File: src/hdl/camera_capture_pkg.sv
// Constants, register map and state types for the camera capture control
package camera_capture_pkg;
  // Sensor array geometry
  localparam int ROW_W = 8;
  localparam int COL_W = 8;
  localparam int PIX_W = 8;
  // Two-wire configuration addressing, 8-bit notation
  localparam logic [7:0] DEV_ADDR_BASE = 8'h90;
  localparam logic [7:0] STRAP_A_BIT = 8'h08;
  localparam logic [7:0] STRAP_B_BIT = 8'h20;
  localparam int RW_BIT = 0;
  // Register pointers
  localparam logic [7:0] REG_ROW_ORIGIN = 8'h01;
  localparam logic [7:0] REG_COL_ORIGIN = 8'h02;
  localparam logic [7:0] REG_WIN_HEIGHT = 8'h03;
  localparam logic [7:0] REG_WIN_WIDTH = 8'h04;
  localparam logic [7:0] REG_EXPOSURE = 8'h05;
  localparam logic [7:0] REG_READ_MODE = 8'h0D;
  localparam logic [7:0] REG_LAMP_CTRL = 8'h1B;
  // Field positions
  localparam int MODE_WINDOW_BIT = 0;
  localparam int MODE_BIN_BIT = 1;
  localparam int LAMP_ENABLE_BIT = 0;
  // Reset values
  localparam logic [7:0] ROW_ORIGIN_RST = 8'h00;
  localparam logic [7:0] COL_ORIGIN_RST = 8'h00;
  localparam logic [7:0] WIN_SIZE_RST = 8'h00;
  localparam logic [7:0] EXPOSURE_RST = 8'h10;
  localparam logic [7:0] READ_MODE_RST = 8'h00;
  localparam logic [7:0] LAMP_CTRL_RST = 8'h01;
  // Timing: one exposure step lasts EXP_UNIT_NS
  localparam int CLK_PERIOD_NS = 4;
  localparam int EXP_UNIT_NS = 64;
  localparam int EXP_UNIT_CYCLES = (EXP_UNIT_NS + CLK_PERIOD_NS - 1) / CLK_PERIOD_NS;
  localparam int EXP_CNT_W = 16;
  // Bayer phase codes, RGGB order
  localparam logic [1:0] BAYER_R = 2'h0;
  localparam logic [1:0] BAYER_GR = 2'h1;
  localparam logic [1:0] BAYER_GB = 2'h2;
  localparam logic [1:0] BAYER_B = 2'h3;

  typedef enum logic [1:0] {CAP_IDLE, CAP_EXPOSE, CAP_READOUT} cap_state_t;
  typedef enum logic [1:0] {CFG_OFF, CFG_ADDR, CFG_PTR, CFG_DATA} cfg_state_t;
endpackage

File: src/hdl/trigger_edge_sync.sv
// Two-stage synchroniser and rising-edge detector for the trigger line
`timescale 1ns/1ns
module trigger_edge_sync
(
  // Clock and reset
  input wire logic sys_clk,
  input wire logic nrst,
  // Trigger
  input wire logic trigger_line,
  output logic trigger_rise
);
  logic sync_meta;
  logic sync_level;
  logic level_prev;

  always_ff @(posedge sys_clk or negedge nrst)
  begin
    if (!nrst)
    begin
      sync_meta <= 1'b0;
      sync_level <= 1'b0;
      level_prev <= 1'b0;
    end
    else
    begin
      sync_meta <= trigger_line;
      sync_level <= sync_meta;
      level_prev <= sync_level;
    end
  end

  // A held-high line yields one pulse only
  always_ff @(posedge sys_clk or negedge nrst)
  begin
    if (!nrst)
      trigger_rise <= 1'b0;
    else
      trigger_rise <= sync_level & ~level_prev;
  end
endmodule // trigger_edge_sync

File: src/hdl/camera_capture_control.sv
// Capture control: trigger, exposure, lamp gate, windowing, binning, config
//
// Overview of operation
// - The sensor answers on one of four write addresses picked by two straps, 0x90 by default.
// - Each capture is timed by the external trigger input, never generated here.
// - The exposure indicator is high exactly while the sensor exposes.
// - With the lamp-enable strap closed the lamps follow the exposure indicator.
// - Clearing bit 0 of register 0x1B stops the lamp gate from following exposure.
// - With windowing on, the full raster is still read but only pixels inside the region of interest are output.
// - The region-of-interest origin can be placed anywhere in the array.
// - With binning on, the monochrome variant merges neighbouring pixels, halving the output count.
// - The monochrome variant outputs one 8-bit grey value per pixel.
// - The colour variant outputs raw RGGB Bayer samples of 8 bits.
`timescale 1ns/1ns
module camera_capture_control
  import camera_capture_pkg::*;
#(
  parameter bit COLOUR_VARIANT = 1'b0
)
(
  // Clock and reset
  input wire logic sys_clk,
  input wire logic nrst,
  // Straps
  input wire logic addr_select_strap_a,
  input wire logic addr_select_strap_b,
  input wire logic lamp_enable_strap,
  // Capture request
  input wire logic trigger_line,
  // Configuration bus, byte level
  input wire logic cfg_start,
  input wire logic cfg_stop,
  input wire logic cfg_byte_valid,
  input wire logic [7:0] cfg_byte,
  input wire logic cfg_rd_req,
  output logic cfg_ack,
  output logic cfg_rd_valid,
  output logic [7:0] cfg_rd_data,
  // Pixel array access
  output logic array_rd,
  output logic [camera_capture_pkg::ROW_W-1:0] array_row,
  output logic [camera_capture_pkg::COL_W-1:0] array_col,
  input wire logic [camera_capture_pkg::PIX_W-1:0] array_pixel,
  // Pixel stream
  output logic pix_valid,
  output logic [camera_capture_pkg::PIX_W-1:0] pix_data,
  output logic [1:0] bayer_phase,
  output logic frame_start,
  output logic frame_end,
  // Exposure and lamps
  output logic exposure_out,
  output logic lamp_gate_out,
  output logic busy
);
  import camera_capture_pkg::*;

  cap_state_t cap_state;
  cfg_state_t cfg_state;
  logic trigger_rise, strap_taken, cfg_read, scan_last, bin_on, win_on, next_exposure;
  logic pipe_live, pipe_keep, pipe_last;
  logic [7:0] dev_addr, reg_ptr;
  logic [7:0] row_origin, col_origin, win_height, win_width;
  logic [7:0] exposure_steps, read_mode, lamp_ctrl;
  logic [EXP_CNT_W-1:0] exp_count;
  logic [ROW_W-1:0] pipe_row;
  logic [COL_W-1:0] pipe_col;
  logic [PIX_W-1:0] bin_hold;

  // True when pos lies in [origin, origin+size-1]; size 0 spans to the edge
  function automatic logic in_span(input logic [7:0] pos, input logic [7:0] origin,
                                   input logic [7:0] size);
    logic [8:0] end_excl;
    end_excl = (size == 8'h00) ? 9'h100 : ({1'b0, origin} + {1'b0, size});
    return ({1'b0, pos} >= {1'b0, origin}) && ({1'b0, pos} < end_excl);
  endfunction

  function automatic logic [7:0] reg_value(input logic [7:0] ptr);
    case (ptr)
      REG_ROW_ORIGIN: return row_origin;
      REG_COL_ORIGIN: return col_origin;
      REG_WIN_HEIGHT: return win_height;
      REG_WIN_WIDTH: return win_width;
      REG_EXPOSURE: return exposure_steps;
      REG_READ_MODE: return read_mode;
      REG_LAMP_CTRL: return lamp_ctrl;
      default: return 8'h00;
    endcase
  endfunction

  trigger_edge_sync u_trigger_sync
  (
    .sys_clk(sys_clk),
    .nrst(nrst),
    .trigger_line(trigger_line),
    .trigger_rise(trigger_rise)
  );

  // Address straps are caught once after reset release; moving them later has no effect
  always_ff @(posedge sys_clk or negedge nrst)
  begin
    if (!nrst)
    begin
      strap_taken <= 1'b0;
      dev_addr <= DEV_ADDR_BASE;
    end
    else if (!strap_taken)
    begin
      strap_taken <= 1'b1;
      dev_addr <= DEV_ADDR_BASE | (addr_select_strap_a ? STRAP_A_BIT : 8'h00)
                  | (addr_select_strap_b ? STRAP_B_BIT : 8'h00);
    end
  end

  // Configuration transaction sequencing
  always_ff @(posedge sys_clk or negedge nrst)
  begin
    if (!nrst)
    begin
      cfg_state <= CFG_OFF;
      cfg_read <= 1'b0;
      cfg_ack <= 1'b0;
    end
    else
    begin
      cfg_ack <= 1'b0;
      if (cfg_stop)
        cfg_state <= CFG_OFF;
      else if (cfg_start)
        cfg_state <= CFG_ADDR;
      else if (cfg_byte_valid)
      begin
        case (cfg_state)
          CFG_ADDR:
          begin
            // Upper seven bits carry the address; the host's 7-bit form is this shifted
            if (cfg_byte[7:1] == dev_addr[7:1])
            begin
              cfg_ack <= 1'b1;
              cfg_read <= cfg_byte[RW_BIT];
              cfg_state <= cfg_byte[RW_BIT] ? CFG_DATA : CFG_PTR;
            end
            else
              cfg_state <= CFG_OFF;
          end
          CFG_PTR:
          begin
            cfg_ack <= 1'b1;
            cfg_state <= CFG_DATA;
          end
          CFG_DATA:
            cfg_ack <= !cfg_read;
          default:
            cfg_state <= CFG_OFF;
        endcase
      end
    end
  end

  // Register pointer auto-increments after each data byte written or read
  always_ff @(posedge sys_clk or negedge nrst)
  begin
    if (!nrst)
      reg_ptr <= 8'h00;
    else if (cfg_byte_valid && !cfg_start && !cfg_stop && cfg_state == CFG_PTR)
      reg_ptr <= cfg_byte;
    else if (cfg_byte_valid && !cfg_start && !cfg_stop && cfg_state == CFG_DATA
             && !cfg_read)
      reg_ptr <= reg_ptr + 8'h01;
    else if (cfg_rd_req && cfg_state == CFG_DATA && cfg_read)
      reg_ptr <= reg_ptr + 8'h01;
  end

  always_ff @(posedge sys_clk or negedge nrst)
  begin
    if (!nrst)
    begin
      cfg_rd_valid <= 1'b0;
      cfg_rd_data <= 8'h00;
    end
    else
    begin
      cfg_rd_valid <= cfg_rd_req && cfg_state == CFG_DATA && cfg_read;
      if (cfg_rd_req && cfg_state == CFG_DATA && cfg_read)
        cfg_rd_data <= reg_value(reg_ptr);
    end
  end

  // Register file
  always_ff @(posedge sys_clk or negedge nrst)
  begin
    if (!nrst)
    begin
      row_origin <= ROW_ORIGIN_RST;
      col_origin <= COL_ORIGIN_RST;
      win_height <= WIN_SIZE_RST;
      win_width <= WIN_SIZE_RST;
      exposure_steps <= EXPOSURE_RST;
      read_mode <= READ_MODE_RST;
      lamp_ctrl <= LAMP_CTRL_RST;
    end
    else if (cfg_byte_valid && !cfg_start && !cfg_stop && cfg_state == CFG_DATA
             && !cfg_read)
    begin
      case (reg_ptr)
        REG_ROW_ORIGIN: row_origin <= cfg_byte;
        REG_COL_ORIGIN: col_origin <= cfg_byte;
        REG_WIN_HEIGHT: win_height <= cfg_byte;
        REG_WIN_WIDTH: win_width <= cfg_byte;
        REG_EXPOSURE: exposure_steps <= cfg_byte;
        REG_READ_MODE: read_mode <= cfg_byte;
        REG_LAMP_CTRL: lamp_ctrl <= cfg_byte;
        default: ;
      endcase
    end
  end

  assign win_on = read_mode[MODE_WINDOW_BIT];
  // Bayer neighbours carry different filters, so colour parts never bin
  assign bin_on = read_mode[MODE_BIN_BIT] && !COLOUR_VARIANT;
  assign scan_last = (array_row == '1) && (array_col == '1);

  // Capture sequence; triggers during a capture are ignored
  always_ff @(posedge sys_clk or negedge nrst)
  begin
    if (!nrst)
    begin
      cap_state <= CAP_IDLE;
      exp_count <= '0;
    end
    else
    begin
      case (cap_state)
        CAP_IDLE:
          if (trigger_rise)
          begin
            cap_state <= CAP_EXPOSE;
            exp_count <= EXP_CNT_W'(((exposure_steps == 8'h00) ? 8'h01 : exposure_steps)
                         * EXP_UNIT_CYCLES - 1);
          end
        CAP_EXPOSE:
          if (exp_count == '0)
            cap_state <= CAP_READOUT;
          else
            exp_count <= exp_count - 1'b1;
        CAP_READOUT:
          if (scan_last)
            cap_state <= CAP_IDLE;
        default:
          cap_state <= CAP_IDLE;
      endcase
    end
  end

  // Indicator mirrors the expose state edge for edge
  always_comb
  begin
    next_exposure = exposure_out;
    if (cap_state == CAP_IDLE && trigger_rise)
      next_exposure = 1'b1;
    else if (cap_state == CAP_EXPOSE && exp_count == '0)
      next_exposure = 1'b0;
  end

  always_ff @(posedge sys_clk or negedge nrst)
  begin
    if (!nrst)
    begin
      exposure_out <= 1'b0;
      lamp_gate_out <= 1'b0;
      busy <= 1'b0;
    end
    else
    begin
      exposure_out <= next_exposure;
      lamp_gate_out <= next_exposure && lamp_enable_strap
                       && lamp_ctrl[LAMP_ENABLE_BIT];
      busy <= (cap_state == CAP_IDLE) ? trigger_rise
              : !(cap_state == CAP_READOUT && scan_last);
    end
  end

  // Array scan: one address per cycle, full raster
  always_ff @(posedge sys_clk or negedge nrst)
  begin
    if (!nrst)
    begin
      array_rd <= 1'b0;
      array_row <= '0;
      array_col <= '0;
    end
    else
    begin
      array_rd <= (cap_state == CAP_EXPOSE && exp_count == '0)
                  || (cap_state == CAP_READOUT && !scan_last);
      if (cap_state == CAP_READOUT)
      begin
        array_col <= array_col + 1'b1;
        if (array_col == '1)
          array_row <= array_row + 1'b1;
      end
      else
      begin
        array_row <= '0;
        array_col <= '0;
      end
    end
  end

  // Pixel arrives one cycle after its address; mark whether it is kept
  always_ff @(posedge sys_clk or negedge nrst)
  begin
    if (!nrst)
    begin
      pipe_live <= 1'b0;
      pipe_keep <= 1'b0;
      pipe_last <= 1'b0;
      pipe_row <= '0;
      pipe_col <= '0;
    end
    else
    begin
      pipe_live <= array_rd;
      pipe_keep <= !win_on || (in_span(array_row, row_origin, win_height)
                   && in_span(array_col, col_origin, win_width));
      pipe_last <= scan_last;
      pipe_row <= array_row;
      pipe_col <= array_col;
    end
  end

  // Horizontal pair binning: even column held, odd column emits the mean
  always_ff @(posedge sys_clk or negedge nrst)
  begin
    if (!nrst)
      bin_hold <= '0;
    else if (pipe_live && pipe_keep && !pipe_col[0])
      bin_hold <= array_pixel;
  end

  always_ff @(posedge sys_clk or negedge nrst)
  begin
    if (!nrst)
    begin
      pix_valid <= 1'b0;
      pix_data <= '0;
      bayer_phase <= BAYER_R;
      frame_start <= 1'b0;
      frame_end <= 1'b0;
    end
    else
    begin
      pix_valid <= pipe_live && pipe_keep && (!bin_on || pipe_col[0]);
      if (bin_on)
        pix_data <= PIX_W'(({1'b0, bin_hold} + {1'b0, array_pixel}) >> 1);
      else
        pix_data <= array_pixel;
      bayer_phase <= {pipe_row[0], pipe_col[0]};
      frame_start <= pipe_live && pipe_row == '0 && pipe_col == '0;
      frame_end <= pipe_live && pipe_last;
    end
  end
endmodule // camera_capture_control

File: config.mk
export PLATFORM = sky130hd
export DESIGN_NAME = camera_capture_control
export DESIGN_NICKNAME = d
export VERILOG_FILES = /design/src/hdl/camera_capture_pkg.sv /design/src/hdl/trigger_edge_sync.sv /design/src/hdl/camera_capture_control.sv
export SDC_FILE = /design/constraint.sdc
export NUM_CORES = 1
export LEC_CHECK = 0
export ABC_AREA = 1
export BUFFER_PORTS_ARGS = -buffer_cell sky130_fd_sc_hd__buf_2
export CORE_ASPECT_RATIO = 1.25
export CORE_MARGIN = 2
export CORE_UTILIZATION = 65
export DETAILED_ROUTE_END_ITERATION = 6
export PLACE_DENSITY_LB_ADDON = 0.25
export SETUP_SLACK_MARGIN = 0.02
export SLEW_MARGIN = 40
export SYNTH_ARGS = -nofsm -noshare
export SYNTH_HDL_FRONTEND = slang
export SYNTH_SLANG_ARGS = --single-unit
File: constraint.sdc
create_clock -name sys_clk -period 6.9 [get_ports sys_clk]
set_input_delay 0.345 -clock sys_clk [delete_from_list [all_inputs] [get_ports sys_clk]]
set_output_delay 0.345 -clock sys_clk [all_outputs]
set_load 0.1 [all_outputs]
==> impl_metrics.csv <==
group,metric,value,unit
pwr,pwr-share-seq,43.5,%
flow_run,maxCapViolations,0,
setup_path,worstPathMaxFanout,4,
timing,fin_hold_ws,-0.03893,ns
detailed_routing,via_per_inst,5.638,
detailed_routing,first_iter_violations,531,
pwr,ir_worst_vdd,0.1954,mV
timing,max_freq,380.3,MHz
setup_path,crit_path_cell_trace,"ha_1, inv_1, fa_1, nand3b_1, a21oi_1, nor3_1, nand3b_1, ha_1, nand2_1, inv_1, nand2_1, nand2_1, nand2_1, nand2_1, a21oi_1, nand2_1, nand2_1",
clocking,cts_tree,"built",
floorplanning,initial_utilization,65.99,%
detailed_routing,antenna_left,0,
setup_path,worst_ep_required_time,7.27,ns
clocking,clk_pin_slew,0.06,ns
clocking,clk_latency,0.43,ns
setup_path,crit_slowest_cell,"dfrtp_1",
detailed_routing,wl_per_cell,15.85,um
run_status,status,"finished, violations left",
floorplanning,dieWidth,109.5,um
clocking,cts_resized,0,
finish,syn_to_final_growth,12.56,%
yosys,synth_area_per_cell,8.298,um2
timing,min_period_over_period,38.11,%
setup_path,worst-path-buf-inv,2,
detailed_routing,num_vias,7617,
timing,grt_setup_unrepaired,"false",
clocking,clockBufferDepth,2,
pwr,power.internal,0.001779,W
finish,final_layout_size_suffix_gt1_share,13.18,%
pwr,p_sw_share,28.73,%
floorplanning,io_pins,69,
floorplanning,core.rowCount,48,
finish,fillers,1015,
setup_path,cpPeakStageDelay,0.39,ns
clocking,cts_buffers,17,
finish,nets,1257,
global_route,antenna_found_initial,0,
timing,slew_headroom,53.98,%
setup_path,crit_type,"reg2reg",
detailed_routing,drc,1,
clocking,root_buffer,"clkbuf_16",
timing,setup_tns,0,ns
worst_hold_path,hp-class,"in2async",
yosys,yosys.area.top_type_share,44.31,%
setup_path,cp_common_cell,"nand2_1",
global_route,grt_pass1_vias,7340,
yosys,syn-num-nets,1183,
floorplanning,dieArea,0.01487,mm2
pwr,clock_power_share,41.4,%
finish,antenna_cells,0,
global_route,grtUsageTotal,30.76,%
setup_path,cp-end-kind,"flop",
timing,fin_crit,2.630,ns
setup_path,worst_path_dominant_cell_family,"adder cells",
clocking,ctsHoldBuffers,0,
timing,skew,0.006202,ns
global_route,gr-total-overflow,0,
floorplanning,core_region_area,0.01369,mm2
place,place.gp.congestion,0.8732,
pwr,p_leak,5.118,nW
place,io_buffers,68,
pwr,p_per_area,245.4,mW/mm2
yosys,synthCells,1089,
yosys,synth.yosys.seq_area_share,44.89,%
timing,hold_viol,79,
global_route,grt_pass1_wl,35130,um
detailed_routing,wl,21410,um
timing,tightestPinTransition,0.6903,ns
pwr,p_switching,0.0007170,W
finish,utilization,74.28,%
clocking,htreeDepth,4,
detailed_routing,dr.pass1.iters,7,
floorplanning,fp.dieH,135.8,um
setup_path,arrival,3.00,ns
setup_path,cp-start-kind,"flop",
yosys,ys_ff_latch,162,
timing,finalSetupViolations,0,
clocking,post_cts_buffers,0,
yosys,netlist-cell-type-count,48,
yosys,ys_warn_count,0,
clocking,cts.sinks,162,
pwr,comb_power_share,15.1,%
place,dp_hpwl,14800,um
run_status,violations,"DRC, hold timing",
yosys,ys_top_cells_by_area,"dfrtp_1 (44%), nand2_1 (11%), ha_1 (9.0%)",
global_route,grt_max_degree,87,
yosys,syn-cell-area,0.009036,mm2
timing,slew_viol_final,0,
yosys,synth_top_area_cell,"dfrtp_1",
## state kept, by name (all words and copies together), names as in the netlist, 2 cells and up
| name | flops |
|---|---|
| bayer_phase | 2 |
| reg_ptr | 8 |
| col_origin | 8 |
| array_col | 8 |
| pipe_col | 8 |
| bin_hold | 8 |
| cfg_rd_data | 8 |
| exp_count | 16 |
| win_height | 8 |
| read_mode | 8 |
| pipe_row | 8 |
| cap_state | 2 |
| array_row | 8 |
| cfg_state | 2 |
| exposure_steps | 8 |
| row_origin | 8 |
| lamp_ctrl | 8 |
| dev_addr | 2 |
| win_width | 8 |
| pix_data | 8 |
## layer usage
layer / vias up / track usage, % / routed length [um]
met4: 0 / 13.64 / 734
met1: 3558 / 38.52 / 8710
met3: 58 / 5.992 / 1149
met5: - / 0 / 0
li1: 3745 / - / -
met2: 256 / 51.44 / 10810
## through the flow
stage	hold WS (ns)	setup slack [ns]	std cells	instance area [um2]	power (W)
CTS	0.002687	4.287	1351	10170	0.002500
global placement	0.3383	4.399	1319	9518	0.001459
global route	0.01054	4.054	1351	10170	0.002606
finish	-0.03893	4.270	1351	10170	0.002496
detailed placement	0.3464	4.323	1319	9524	0.001472
floorplan	0.04941	4.326	1089	9036	0.001372
## final cells by class
class	instances	area (um2)	area share, %
timing repair buffer	70	367.9	3.617
tap	175	219.0	2.153
clock buffer	21	470.5	4.625
sequential	162	4056	39.88
inverter	134	503.0	4.945
multi-input combinational	778	4380	43.07
clock inverter	11	173.9	1.710
## cells in the mapped netlist (all sizes together)
cell / instances
o22ai: 5
nand4: 16
or2: 4
a31oi: 3
nor3b: 1
or3: 1
clkinv: 1
inv: 133
a32o: 1
fa: 3
o21ai: 118
nand3b: 4
xnor2: 5
o21bai: 5
o21a: 3
dfstp: 2
nand2: 282
conb: 1
or4: 1
clkbuf: 6
nand3: 41
dfrtp: 160
a21oi: 69
mux2: 6
o311ai: 1
and3: 1
o211ai: 11
xor2: 12
a22oi: 1
nor4: 4
nor2: 92
ha: 65
buf: 9
o221ai: 6
nor3: 16
## worst register-to-register path, stage by stage, from the launching register on
cell and delay, ns:
dfrtp_1 0.39, ha_1 0.18, inv_1 0.06, fa_1 0.39, nand3b_1 0.20, a21oi_1 0.25, nor3_1 0.06, nand3b_1 0.17
ha_1 0.31, nand2_1 0.08, inv_1 0.04, nand2_1 0.05, nand2_1 0.04, nand2_1 0.05, nand2_1 0.05, a21oi_1 0.14
nand2_1 0.07, nand2_1 0.05
## cell usage in the layout (no fill, tap or decap), types with 15 or more instances in the layout
cell type	n
nand4_1	16
buf_2	67
o21ai_1	65
nand3_1	39
a21oi_1	69
o21ai_0	44
inv_1	123
nor2_1	83
ha_1	65
nor3_1	15
nand2_1	272
dfrtp_1	160
clkbuf_16	17
## power groups by stage
stage	clock, W	sequential [W]	combinational (W)
final	0.00103	0.00109	0.000378
after CTS	0.00104	0.00108	0.000379
after floorplan	0	0.00111	0.000261
after global routing	0.00109	0.00109	0.000428
after detailed placement	0	0.00110	0.000374
after global placement	0	0.00110	0.000363
## kinds of logic (layout without fill, tap and decap cells)
kind of cell | count (synthesis) | in the layout | synth area share (%)
compound gates | 223 | 223 | 13.74
xor+xnor | 17 | 17 | 1.648
fa+ha+maj | 68 | 68 | 9.665
buf+inv | 149 | 236 | 6.660
flops | 162 | 162 | 44.89
mux | 6 | 6 | 0.7477
other cells | 1 | 1 | 0.04150
simple gates | 463 | 463 | 22.61
## worst paths after layout
kind                                     startpoint                        end  depth (start not counted)  slack [ns]
min reg2reg                u_trigger_sync.sync_meta  u_trigger_sync.sync_level                          0        0.35
max reg2reg                            win_width[0]                  pipe_keep                         17        4.27
max                                    win_width[0]                  pipe_keep                         17        4.27
min                                            nrst                pipe_col[0]                          1       -0.04
min in group sys_clk                   trigger_line   u_trigger_sync.sync_meta                          1        0.02
max in group asynchronous                      nrst               cfg_state[0]                          2        5.80
Power figures use the tool's default switching activity.
